File: src/hdl/window_threshold_defs.vh
// Offsets, field positions, reset values for the window threshold bank
// Assumes an 8-bit register port with byte offsets as below
`ifndef WINDOW_THRESHOLD_DEFS_VH
`define WINDOW_THRESHOLD_DEFS_VH
`define OFF_COMPARE_ENABLE 8'h37
`define OFF_CH0_HI_LO 8'h38
`define OFF_CH0_HI_UP 8'h39
`define OFF_CH0_LO_LO 8'h3A
`define OFF_CH0_LO_UP 8'h3B
`define OFF_CH1_HI_LO 8'h3C
`define OFF_CH1_HI_UP 8'h3D
`define OFF_CH1_LO_LO 8'h3E
`define OFF_CH1_LO_UP 8'h3F
`define OFF_CH0_HYST 8'h40
`define OFF_CH1_HYST 8'h41
`define OFF_IRQ_STATUS 8'h50
`define OFF_IRQ_ENABLE 8'h51
`define OFF_IRQ_CLEAR 8'h52
`define NIBBLE_MSB 3
`define HYST_MSB 5
`define RESET_BYTE 8'h00
`define RESET_NIBBLE 4'h0
`define RESET_HYST 6'h00
`endif

File: src/hdl/window_channel_compare.v
// One channel of the window comparator with hysteresis on both sides
// Assumes sample_valid is a one-cycle pulse on clk with a stable result
module window_channel_compare #(
    parameter WIDTH = 12,
    parameter HW = 6
) (
    input wire clk,
    input wire rst_n,
    input wire enable,
    input wire sample_valid,
    input wire [WIDTH-1:0] result,
    input wire [WIDTH-1:0] high_limit,
    input wire [WIDTH-1:0] low_limit,
    input wire [HW-1:0] hysteresis,
    output reg high_q,
    output reg low_q
);
    // One extra bit keeps limit +/- hysteresis from wrapping
    wire [WIDTH:0] high_release;
    wire [WIDTH:0] low_release;
    wire [WIDTH:0] res_x;
    reg high_d;
    reg low_d;
    assign res_x = {1'b0, result};
    assign high_release = {1'b0, high_limit} - {{(WIDTH+1-HW){1'b0}}, hysteresis};
    assign low_release = {1'b0, low_limit} + {{(WIDTH+1-HW){1'b0}}, hysteresis};

    always @* begin
        high_d = high_q;
        low_d = low_q;
        if (!enable) begin
            high_d = 1'b0;
            low_d = 1'b0;
        end else if (sample_valid) begin
            if (result >= high_limit) begin
                high_d = 1'b1;
            end else if (!high_release[WIDTH] && res_x < high_release) begin
                high_d = 1'b0;
            end
            if (result <= low_limit) begin
                low_d = 1'b1;
            end else if (res_x > low_release) begin
                low_d = 1'b0;
            end
        end
    end

    always @(posedge clk) begin
        if (!rst_n) begin
            high_q <= 1'b0;
            low_q <= 1'b0;
        end else begin
            high_q <= high_d;
            low_q <= low_d;
        end
    end
endmodule

File: src/hdl/window_threshold_registers.v
// Threshold, hysteresis and enable registers of a two-channel window comparator
// Assumes conversion results and their valid strobe arrive on clk
// Assumes the host never raises both strobes in one cycle
// Limit bytes act as written; no shadowing of the 12-bit pair
//
// The plain strobed port was chosen for this implementation.
`include "window_threshold_defs.vh"
module window_threshold_registers #(
    parameter WIDTH = 12
) (
    input wire clk,
    input wire rst_n,
    input wire [7:0] reg_addr,
    input wire [7:0] reg_wdata,
    input wire reg_wr,
    input wire reg_rd,
    output reg [7:0] reg_rdata_q,
    input wire sample_valid,
    input wire sample_channel,
    input wire [WIDTH-1:0] sample_result,
    output reg ch0_high_q,
    output reg ch0_low_q,
    output reg ch1_high_q,
    output reg ch1_low_q,
    output reg irq_q
);
    reg window_compare_enable_q;
    reg [7:0] chan0_high_limit_low_byte_q;
    reg [3:0] chan0_high_limit_high_nibble_q;
    reg [7:0] chan0_low_limit_low_byte_q;
    reg [3:0] chan0_low_limit_high_nibble_q;
    reg [7:0] chan1_high_limit_low_byte_q;
    reg [3:0] chan1_high_limit_high_nibble_q;
    reg [7:0] chan1_low_limit_low_byte_q;
    reg [3:0] chan1_low_limit_high_nibble_q;
    reg [5:0] chan0_hysteresis_value_q;
    reg [5:0] chan1_hysteresis_value_q;
    reg [3:0] irq_status_q;
    reg [3:0] irq_enable_q;
    reg [7:0] rdata_d;
    wire [WIDTH-1:0] ch0_high_limit;
    wire [WIDTH-1:0] ch0_low_limit;
    wire [WIDTH-1:0] ch1_high_limit;
    wire [WIDTH-1:0] ch1_low_limit;
    wire c0h;
    wire c0l;
    wire c1h;
    wire c1l;
    wire [3:0] rise;
    wire [3:0] clear_bits;
    wire [3:0] compare_d;
    wire [3:0] compare_q;
    wire ch0_sample;
    wire ch1_sample;
    // Per-register write strobes
    wire enable_we;
    wire ch0_hi_lo_we;
    wire ch0_hi_up_we;
    wire ch0_lo_lo_we;
    wire ch0_lo_up_we;
    wire ch1_hi_lo_we;
    wire ch1_hi_up_we;
    wire ch1_lo_lo_we;
    wire ch1_lo_up_we;
    wire ch0_hyst_we;
    wire ch1_hyst_we;
    wire irq_enable_we;
    wire irq_clear_we;
    reg [3:0] irq_status_d;
    reg irq_d;

    assign ch0_high_limit = {chan0_high_limit_high_nibble_q, chan0_high_limit_low_byte_q};
    assign ch0_low_limit = {chan0_low_limit_high_nibble_q, chan0_low_limit_low_byte_q};
    assign ch1_high_limit = {chan1_high_limit_high_nibble_q, chan1_high_limit_low_byte_q};
    assign ch1_low_limit = {chan1_low_limit_high_nibble_q, chan1_low_limit_low_byte_q};

    function wr_hit;
        input [7:0] a;
        input [7:0] off;
        begin
            wr_hit = (a == off);
        end
    endfunction

    function [7:0] pad_nibble;
        input [3:0] n;
        begin
            pad_nibble = {4'h0, n};
        end
    endfunction

    function [7:0] pad_hyst;
        input [5:0] h;
        begin
            pad_hyst = {2'h0, h};
        end
    endfunction

    // One strobe per register except the read-only status; unmapped offsets match none
    assign enable_we = reg_wr && wr_hit(reg_addr, `OFF_COMPARE_ENABLE);
    assign ch0_hi_lo_we = reg_wr && wr_hit(reg_addr, `OFF_CH0_HI_LO);
    assign ch0_hi_up_we = reg_wr && wr_hit(reg_addr, `OFF_CH0_HI_UP);
    assign ch0_lo_lo_we = reg_wr && wr_hit(reg_addr, `OFF_CH0_LO_LO);
    assign ch0_lo_up_we = reg_wr && wr_hit(reg_addr, `OFF_CH0_LO_UP);
    assign ch1_hi_lo_we = reg_wr && wr_hit(reg_addr, `OFF_CH1_HI_LO);
    assign ch1_hi_up_we = reg_wr && wr_hit(reg_addr, `OFF_CH1_HI_UP);
    assign ch1_lo_lo_we = reg_wr && wr_hit(reg_addr, `OFF_CH1_LO_LO);
    assign ch1_lo_up_we = reg_wr && wr_hit(reg_addr, `OFF_CH1_LO_UP);
    assign ch0_hyst_we = reg_wr && wr_hit(reg_addr, `OFF_CH0_HYST);
    assign ch1_hyst_we = reg_wr && wr_hit(reg_addr, `OFF_CH1_HYST);
    assign irq_enable_we = reg_wr && wr_hit(reg_addr, `OFF_IRQ_ENABLE);
    assign irq_clear_we = reg_wr && wr_hit(reg_addr, `OFF_IRQ_CLEAR);

    always @(posedge clk) begin
        if (!rst_n) begin
            window_compare_enable_q <= 1'b0;
        end else if (enable_we) begin
            window_compare_enable_q <= reg_wdata[0];
        end
    end

    always @(posedge clk) begin
        if (!rst_n) begin
            chan0_high_limit_low_byte_q <= `RESET_BYTE;
        end else if (ch0_hi_lo_we) begin
            chan0_high_limit_low_byte_q <= reg_wdata;
        end
    end

    always @(posedge clk) begin
        if (!rst_n) begin
            chan0_high_limit_high_nibble_q <= `RESET_NIBBLE;
        end else if (ch0_hi_up_we) begin
            chan0_high_limit_high_nibble_q <= reg_wdata[`NIBBLE_MSB:0];
        end
    end

    always @(posedge clk) begin
        if (!rst_n) begin
            chan0_low_limit_low_byte_q <= `RESET_BYTE;
        end else if (ch0_lo_lo_we) begin
            chan0_low_limit_low_byte_q <= reg_wdata;
        end
    end

    always @(posedge clk) begin
        if (!rst_n) begin
            chan0_low_limit_high_nibble_q <= `RESET_NIBBLE;
        end else if (ch0_lo_up_we) begin
            chan0_low_limit_high_nibble_q <= reg_wdata[`NIBBLE_MSB:0];
        end
    end

    always @(posedge clk) begin
        if (!rst_n) begin
            chan1_high_limit_low_byte_q <= `RESET_BYTE;
        end else if (ch1_hi_lo_we) begin
            chan1_high_limit_low_byte_q <= reg_wdata;
        end
    end

    always @(posedge clk) begin
        if (!rst_n) begin
            chan1_high_limit_high_nibble_q <= `RESET_NIBBLE;
        end else if (ch1_hi_up_we) begin
            chan1_high_limit_high_nibble_q <= reg_wdata[`NIBBLE_MSB:0];
        end
    end

    always @(posedge clk) begin
        if (!rst_n) begin
            chan1_low_limit_low_byte_q <= `RESET_BYTE;
        end else if (ch1_lo_lo_we) begin
            chan1_low_limit_low_byte_q <= reg_wdata;
        end
    end

    always @(posedge clk) begin
        if (!rst_n) begin
            chan1_low_limit_high_nibble_q <= `RESET_NIBBLE;
        end else if (ch1_lo_up_we) begin
            chan1_low_limit_high_nibble_q <= reg_wdata[`NIBBLE_MSB:0];
        end
    end

    always @(posedge clk) begin
        if (!rst_n) begin
            chan0_hysteresis_value_q <= `RESET_HYST;
        end else if (ch0_hyst_we) begin
            chan0_hysteresis_value_q <= reg_wdata[`HYST_MSB:0];
        end
    end

    always @(posedge clk) begin
        if (!rst_n) begin
            chan1_hysteresis_value_q <= `RESET_HYST;
        end else if (ch1_hyst_we) begin
            chan1_hysteresis_value_q <= reg_wdata[`HYST_MSB:0];
        end
    end

    always @(posedge clk) begin
        if (!rst_n) begin
            irq_enable_q <= 4'h0;
        end else if (irq_enable_we) begin
            irq_enable_q <= reg_wdata[3:0];
        end
    end

    // Each channel only sees its own conversions
    assign ch0_sample = sample_valid && !sample_channel;
    assign ch1_sample = sample_valid && sample_channel;
    window_channel_compare #(.WIDTH(WIDTH), .HW(6)) u_ch0 (
        .clk(clk),
        .rst_n(rst_n),
        .enable(window_compare_enable_q),
        .sample_valid(ch0_sample),
        .result(sample_result),
        .high_limit(ch0_high_limit),
        .low_limit(ch0_low_limit),
        .hysteresis(chan0_hysteresis_value_q),
        .high_q(c0h),
        .low_q(c0l)
    );

    window_channel_compare #(.WIDTH(WIDTH), .HW(6)) u_ch1 (
        .clk(clk),
        .rst_n(rst_n),
        .enable(window_compare_enable_q),
        .sample_valid(ch1_sample),
        .result(sample_result),
        .high_limit(ch1_high_limit),
        .low_limit(ch1_low_limit),
        .hysteresis(chan1_hysteresis_value_q),
        .high_q(c1h),
        .low_q(c1l)
    );

    assign compare_d = {c1l, c1h, c0l, c0h} & {4{window_compare_enable_q}};
    assign compare_q = {ch1_low_q, ch1_high_q, ch0_low_q, ch0_high_q};
    // Gated edges, so no event without an output rise
    assign rise = compare_d & ~compare_q;
    assign clear_bits = irq_clear_we ? reg_wdata[3:0] : 4'h0;

    // Set beats clear in the same cycle
    always @* begin
        irq_status_d = (irq_status_q & ~clear_bits) | rise;
        irq_d = |(irq_status_d & irq_enable_q);
    end

    always @(posedge clk) begin
        if (!rst_n) begin
            ch0_high_q <= 1'b0;
            ch0_low_q <= 1'b0;
        end else begin
            ch0_high_q <= compare_d[0];
            ch0_low_q <= compare_d[1];
        end
    end

    always @(posedge clk) begin
        if (!rst_n) begin
            ch1_high_q <= 1'b0;
            ch1_low_q <= 1'b0;
        end else begin
            ch1_high_q <= compare_d[2];
            ch1_low_q <= compare_d[3];
        end
    end

    always @(posedge clk) begin
        if (!rst_n) begin
            irq_status_q <= 4'h0;
        end else begin
            irq_status_q <= irq_status_d;
        end
    end

    // Built from next status, so no extra cycle of lag
    always @(posedge clk) begin
        if (!rst_n) begin
            irq_q <= 1'b0;
        end else begin
            irq_q <= irq_d;
        end
    end

    // Unmapped and write-only offsets read zero
    always @* begin
        rdata_d = 8'h00;
        case (reg_addr)
            `OFF_COMPARE_ENABLE: rdata_d = {7'h00, window_compare_enable_q};
            `OFF_CH0_HI_LO: rdata_d = chan0_high_limit_low_byte_q;
            `OFF_CH0_HI_UP: rdata_d = pad_nibble(chan0_high_limit_high_nibble_q);
            `OFF_CH0_LO_LO: rdata_d = chan0_low_limit_low_byte_q;
            `OFF_CH0_LO_UP: rdata_d = pad_nibble(chan0_low_limit_high_nibble_q);
            `OFF_CH1_HI_LO: rdata_d = chan1_high_limit_low_byte_q;
            `OFF_CH1_HI_UP: rdata_d = pad_nibble(chan1_high_limit_high_nibble_q);
            `OFF_CH1_LO_LO: rdata_d = chan1_low_limit_low_byte_q;
            `OFF_CH1_LO_UP: rdata_d = pad_nibble(chan1_low_limit_high_nibble_q);
            `OFF_CH0_HYST: rdata_d = pad_hyst(chan0_hysteresis_value_q);
            `OFF_CH1_HYST: rdata_d = pad_hyst(chan1_hysteresis_value_q);
            `OFF_IRQ_STATUS: rdata_d = pad_nibble(irq_status_q);
            `OFF_IRQ_ENABLE: rdata_d = pad_nibble(irq_enable_q);
            default: rdata_d = 8'h00;
        endcase
    end

    // Read data valid only the cycle after the strobe
    always @(posedge clk) begin
        if (!rst_n) begin
            reg_rdata_q <= 8'h00;
        end else if (reg_rd) begin
            reg_rdata_q <= rdata_d;
        end else begin
            reg_rdata_q <= 8'h00;
        end
    end
endmodule

File: config.mk
export PLATFORM = sky130hd
export DESIGN_NAME = window_threshold_registers
export DESIGN_NICKNAME = d
export VERILOG_FILES = /design/src/hdl/window_channel_compare.v /design/src/hdl/window_threshold_registers.v
export VERILOG_INCLUDE_DIRS = /design/src /design/src/hdl
export SDC_FILE = /design/constraint.sdc
export NUM_CORES = 1
export LEC_CHECK = 0
export BUFFER_PORTS_ARGS = -buffer_cell sky130_fd_sc_hd__buf_2
export CAP_MARGIN = 25
export CORE_MARGIN = 3
export CORE_UTILIZATION = 40
export DETAILED_ROUTE_END_ITERATION = 12
export SYNTH_ARGS = -nofsm -noshare
export SYNTH_HDL_FRONTEND = slang
export SYNTH_SLANG_ARGS = --single-unit
File: constraint.sdc
create_clock -name clk -period 8.7 [get_ports clk]
set_input_delay 0 -clock clk [delete_from_list [all_inputs] [get_ports clk]]
set_output_delay 0 -clock clk [all_outputs]
set_load 0.02 [all_outputs]
# After elaboration in Yosys (flattened, before gate mapping)
# Cells that the tools add are included.
# Widths: inputs -> output; s select.
dict set report word_totals {
  regBits 86
  latch_bits 0
  mem_bits_rw 0
  mem_bits_ro 0
  input_bits 34
  out_inout_bits 13
  wordCells 97
  memories 0
}
dict set report op_classes {
  add_sub_neg 4
  multipliers 0
  n_div 0
  order_cmp 8
  eq_ne 14
  shift 0
  n_mux 10
  n_bitwise 7
  reduce_logical 31
}
# operator count
set op_table {}
lappend op_table {{$pmux 8 s13} 1}
lappend op_table {{$eq 8x6->1 const B} 9}
lappend op_table {{$eq 8x7->1 const B} 5}
lappend op_table {{$add 12x6->13} 2}
lappend op_table {{$gt 12x13->1} 2}
lappend op_table {{$lt 12x13->1} 2}
lappend op_table {{$sub 12x6->13} 2}
lappend op_table {{$ge 12x12->1} 2}
lappend op_table {{$le 12x12->1} 2}
lappend op_table {{$logic_and 1x1->1} 17}
lappend op_table {{$and 4x4->4} 4}
lappend op_table {{$reduce_and 2->1} 6}
lappend op_table {{$mux 1} 8}
lappend op_table {{$not 4->4} 2}
lappend op_table {{$reduce_bool 2->1} 4}
lappend op_table {{$mux 4} 1}
lappend op_table {{$or 4x4->4} 1}
lappend op_table {{$reduce_or 4->1} 1}
lappend op_table {{$logic_not 1->1} 3}

# Longest topological paths before layout
dict set report depth {
  word_depth 8
  ltp_mapped 16
}

# Hierarchy
# From an unflattened synthesis, not the netlist that was laid out.
dict set report unflattened {
  hier_cells 872
  area_unflattened_um2 7270.7
}
# module instances cells_per_inst area_each_um2
set by_module_without_submodules {}
lappend by_module_without_submodules {window_threshold_registers 1 403 3673.5}
lappend by_module_without_submodules {{window_channel_compare at u_ch1} 1 233 1805.5}
lappend by_module_without_submodules {{window_channel_compare at u_ch0} 1 236 1791.7}

# Least setup slack after synthesis
# Ideal clock, no wire load.
dict set report synth_path {
  path_kind {register -> register}
  start {reg chan1_hysteresis_value_q[1]}
  end {reg u_ch1.high_q}
  setup_ns 0.120
  arrival_ns 2.713
  required_time_ns 8.580
  setup_slack_ns 5.867
  stages_incl_launch_ff 15
  path_buffers 0
  path_cell_list {dfxtp_1 inv_1 ha_1 nor2b_1 o21a_1 o21ai_0 a21oi_1 nor3_1 xnor2_1 ha_1 a21oi_1 nand2_1 a221oi_1 a21oi_1 a211o_1}
}
dict set report synth_via {
  elab_chain_cells 5
  word_cells_on_any_way 6
  classes_between {add/sub (1); order compare (1); reduce/logical (4)}
}
# element line_no
set synth_rtl {}
lappend synth_rtl {{from (decl)} window_threshold_registers.v:37} ;# reg [5:0] chan1_hysteresis_value_q;
lappend synth_rtl {{from (signal assigned)} window_threshold_registers.v:196} ;# chan1_hysteresis_value_q <= `RESET_HYST;
lappend synth_rtl {{from (signal assigned)} window_threshold_registers.v:198} ;# chan1_hysteresis_value_q <= reg_wdata[`HYST_MSB:0];
lappend synth_rtl {{$sub 12x6->13 *} window_channel_compare.v:25} ;# assign high_release = {1'b0, high_limit} - {{(WIDTH+1-HW){1'b0}}, hysteresis};
lappend synth_rtl {{$lt 12x13->1 or $logic_not 1->1 (tied branches)} window_channel_compare.v:37} ;# end else if (!high_release[WIDTH] && res_x < high_release) begin
lappend synth_rtl {{$logic_and 1x1->1 *} window_channel_compare.v:37}
lappend synth_rtl {{$reduce_bool 2->1 (no line) *} n/a}
lappend synth_rtl {{$reduce_and 2->1 (no line) *} n/a}
lappend synth_rtl {{to (signal assigned)} window_channel_compare.v:53} ;# high_q <= high_d;
lappend synth_rtl {{to (decl)} window_channel_compare.v:15} ;# output reg high_q,
# Every way passes the cells marked *; elsewhere a longest branch is shown, timed or not.
# A chain may end at the register's enable or synchronous reset.

# Worst setup path after layout
dict set report layout_path {
  start {reg chan0_hysteresis_value_q[0]}
  end {reg u_ch0.low_q}
}
dict set report layout_via {
  elab_chain_cells 4
}
# element line_no
set layout_rtl {}
lappend layout_rtl {{from (decl)} window_threshold_registers.v:36} ;# reg [5:0] chan0_hysteresis_value_q;
lappend layout_rtl {{from (signal assigned)} window_threshold_registers.v:188} ;# chan0_hysteresis_value_q <= `RESET_HYST;
lappend layout_rtl {{from (signal assigned)} window_threshold_registers.v:190} ;# chan0_hysteresis_value_q <= reg_wdata[`HYST_MSB:0];
lappend layout_rtl {{$add 12x6->13} window_channel_compare.v:26} ;# assign low_release = {1'b0, low_limit} + {{(WIDTH+1-HW){1'b0}}, hysteresis};
lappend layout_rtl {{$gt 12x13->1} window_channel_compare.v:42} ;# end else if (res_x > low_release) begin
lappend layout_rtl {{$reduce_bool 2->1 (no line)} n/a}
lappend layout_rtl {{$reduce_and 2->1 (no line)} n/a}
lappend layout_rtl {{to (signal assigned)} window_channel_compare.v:54} ;# low_q <= low_d;
lappend layout_rtl {{to (decl)} window_channel_compare.v:16} ;# output reg low_q
# Every way passes these cells.

==> summary.md <==
| Metric | Value |
|---|---|
| GR Util All Layers | 0.222 |
| Status | completed |
| Share of layout cells above drive strength 1 | 0.0926 |
| Fill cell count | 1752 |
| Antenna violations before repair | 0 |
| Largest net degree at the start of global routing | 79 |
| Total gr overflow | 0 |
| H-Tree Depth | 3 |
| DRC Markers | 0 |
| DR pass1 iterations | 5 |
| WP depth | 16 |
| Seq/Total Area, Yosys | 0.235 |
| Setup violations, final | 0 |
| Wirelength per Cell | 19.2 µm |
| Worst path buffer plus inverter count | 1 |
| Crit path to | u_ch0.low_q |
| Worst Path Max Fanout | 4 |
| Number of routed nets with antenna violations | 0 |
| PwrDens | 112 nW/µm² |
| Area of the core | 17600 µm² |
| R2R depth | 16 |
| F_max | 306 MHz |
| Via count | 6473 |
| Setup TNS | 0 ns |
| Worst EP arrival | 3.49 ns |
| Die H | 141 µm |
| Synth Warn # | 0 |
| GP Congestion | 0.936 |
| Leakage | 3.16 nW |
| Initial DRC Count | 383 |
| Post-route non-filler standard cell count | 1143 |
| Syn_nets | 1039 |
| Row count | 48 |
| Net Sw Frac | 0.263 |
| Critical Path Slowest Stage Cell | dfxtp_1 |
| Vias in the first global route | 6178 |
| Ports | 47 |
| R2r setup slk | 5.44 ns |
| RSZ-0062 raised after global routing | false |
| Worst-path clk slew | 0.07 ns |
| Post-Syn Area | 7330 µm² |
| Max-Cap Viols | 0 |
| Post-route design area | 8050 µm² |
| Crit path top cell by count | o21ai_0 |
| FF-to-FF End | u_ch0.low_q |
| Sequential share of power | 0.437 |
| Dpl hpwl | 17100 µm |
| Root buf cell | clkbuf_16 |
| Detailed-route wire length | 22000 µm |
| VDD IR max | 0.000118 V |
| Nature of the critical path endpoint | flop |
| TritonCTS clock tree | yes |
| Comb pwr share | 0.119 |
| Width of the die | 141 µm |
| Vias per cell | 5.66 |
| Worst-Margin Slew | 0.819 ns |
| First-pass GRT wire length | 34600 µm |
| Slew Limit Fails | 0 |
| Total Die Area | 20000 µm² |
| Placed cell areas | 7720 µm² |
| Post-Place Cells | 1125 |
| Yosys reg bits | 86 |
| Total CTS buffers | 9 |
| Fin. Hold Viols | 0 |
| CP Launch Type | flop |
| Fin Clk Skew | 0.00631 ns |
| Worst rel slew slack | 0.453 |
| Cell count after synthesis | 883 |
| N_diodes | 0 |
| Area Overhead vs Synth | 9.72% |
| Async SR Flop Fraction | 0 |
| Pint | 0.664 mW |
| Slowest stage delay, CP | 0.40 ns |
| Worst path cell trace | ha_1, inv_1, fa_1, nor2b_1, o21a_1, o21ai_0, a21oi_1, and3_1, xnor2_1, ha_1, nand3_1, nor4_1, o21ai_0, o21ai_0, a41oi_1, nand3_1 |
| EDFF count, synth | 0 |
| CTS resizes | 0 |
| Clock Latency Late Sink | 0.35 ns |
| Syn avg cell area | 8.31 µm² |
| Clock Sinks | 86 |
| Clock power frac | 0.443 |
| Post-synth top flop | dfxtp_1 |
| Clk buf depth | 2 |
| R2r startpoint | chan0_hysteresis_value_q[0] |
| Initial Util | 0.417 |
| Worst setup path class | reg2reg |
| Number of port buffers | 46 |
| Req. time, crit path | 8.93 ns |
| Crit path from | chan0_hysteresis_value_q[0] |
| Tcrit/Tclk final | 0.375 |
| Final nets | 1070 |
| Distinct cells, synth | 56 |
| Top delay family on crit path | compound AO/OA/AOI/OAI gates |
| Switching power | 0.238 mW |
| Crit path time final | 3.26 ns |
| Worst Hold Class | in2reg |
==> power by group through the flow <==
stage / combinational [mW] / clock, mW / sequential [mW]
5_1_grt: 0.120 / 0.419 / 0.394
2_1_floorplan: 0.0652 / 0 / 0.403
3_3_place_gp: 0.105 / 0 / 0.403
4_1_cts: 0.107 / 0.404 / 0.394
6_report: 0.107 / 0.400 / 0.394
3_5_place_dp: 0.105 / 0 / 0.403
==> per-stage QoR <==
stage	worst slack (ns)	total power, mW	hold slack (ns)	utilization
3_3_place_gp	5.60	0.508	0.325	0.439
6_report	5.44	0.902	0.0443	0.457
3_5_place_dp	5.49	0.508	0.329	0.439
5_1_grt	5.15	0.933	0.0602	0.457
2_1_floorplan	5.87	0.468	0.146	-
4_1_cts	5.47	0.905	0.0307	0.457
==> cell type report <==
| cell class | instances | area [µm²] | share of cell area |
|---|---|---|---|
| inverter | 63 | 236 | 0.0294 |
| timing repair buffer | 51 | 275 | 0.0342 |
| clock buffer | 10 | 239 | 0.0297 |
| multi-input combinational | 703 | 5230 | 0.650 |
| clock inverter | 5 | 60.1 | 0.00746 |
| tap | 225 | 282 | 0.0350 |
| sequential | 86 | 1720 | 0.214 |
==> cell families (layout without fill, tap and decap cells) <==
kind of cell,count (synthesis),after routing,share of synthesized area
AOI/OAI and AO/OA,187,187,0.170
adders and majority gates,122,122,0.212
buffers and inverters,94,129,0.0517
and+or+nand+nor,314,314,0.217
DFF,86,86,0.235
xor gates and xnor gates,37,37,0.0442
muxes,43,43,0.0696
==> state kept, by name (all words and copies together), names as in the netlist, 6 cells and up <==
| register | count |
|---|---|
| chan0_low_limit_low_byte_q | 8 |
| chan1_hysteresis_value_q | 6 |
| chan0_high_limit_low_byte_q | 8 |
| chan1_high_limit_low_byte_q | 8 |
| reg_rdata_q | 8 |
| chan0_hysteresis_value_q | 6 |
| chan1_low_limit_low_byte_q | 8 |
==> cell usage after synthesis (all sizes together), types with 24 or more instances <==
| cell | count | area [µm²] |
|---|---|---|
| nor2 | 34 | 128 |
| inv | 63 | 236 |
| xnor2 | 28 | 245 |
| o21ai | 32 | 160 |
| mux2i | 33 | 330 |
| dfxtp | 86 | 1720 |
| nand2 | 102 | 383 |
| a21oi | 48 | 248 |
| nand3 | 54 | 270 |
| nor2b | 43 | 269 |
| ha | 118 | 1480 |
| a21boi | 39 | 293 |
| clkbuf | 24 | 90.1 |
==> how the worst min path moves through the flow <==
| stage | from | to | slack (ns) | cells after the start |
|---|---|---|---|---|
| final | reg_wdata[4] | chan1_hysteresis_value_q[4] | 0.04 | 3 |
| after global routing | reg_wdata[4] | chan1_hysteresis_value_q[4] | 0.06 | 3 |
| after global placement | reg_wdata[6] | chan1_high_limit_low_byte_q[6] | 0.32 | 3 |
| after floorplan | reg_wdata[4] | chan1_hysteresis_value_q[4] | 0.15 | 2 |
| after CTS | reg_wdata[4] | chan0_hysteresis_value_q[4] | 0.03 | 3 |
| after detailed placement | reg_wdata[6] | chan1_high_limit_low_byte_q[6] | 0.33 | 3 |
==> timing repair <==
item	4_1_cts	5_1_grt
setup buffers	0	0
hold buffers	3	0
hold endpoints to repair	9	0
==> layer usage <==
| layer | vias up | wire length (µm) | track usage |
|---|---|---|---|
| met5 | - | 0 | 0 |
| met4 | 0 | 367 | 0.0510 |
| met3 | 31 | 1620 | 0.0479 |
| met2 | 214 | 9430 | 0.338 |
| met1 | 3004 | 10600 | 0.323 |
| li1 | 3224 | - | - |
==> cell usage in the layout, fill, tap and decap left out, drive strengths merged, types with 9 or more instances in the layout <==
cell,count
buf,48
o21ai,32
a21oi,48
nand2b,9
xor2,9
a21o,15
mux2i,33
clkbuf,10
ha,118
xnor2,28
inv,63
a21boi,39
and3,13
dfxtp,86
nor3,20
nor2,34
nand3,54
o21a,10
nor2b,43
nand4,15
nand2,102
==> worst reg2reg max path, stage by stage, from the launching register on <==
cell and delay, ns:
dfxtp_1 0.40, ha_1 0.20, inv_1 0.06, fa_1 0.40, nor2b_1 0.14, o21a_1 0.13
o21ai_0 0.10, a21oi_1 0.36, and3_1 0.23, xnor2_1 0.12, ha_1 0.26, nand3_1 0.15
nor4_1 0.08, o21ai_0 0.15, o21ai_0 0.10, a41oi_1 0.17, nand3_1 0.09
Power figures use the tool's default switching activity.
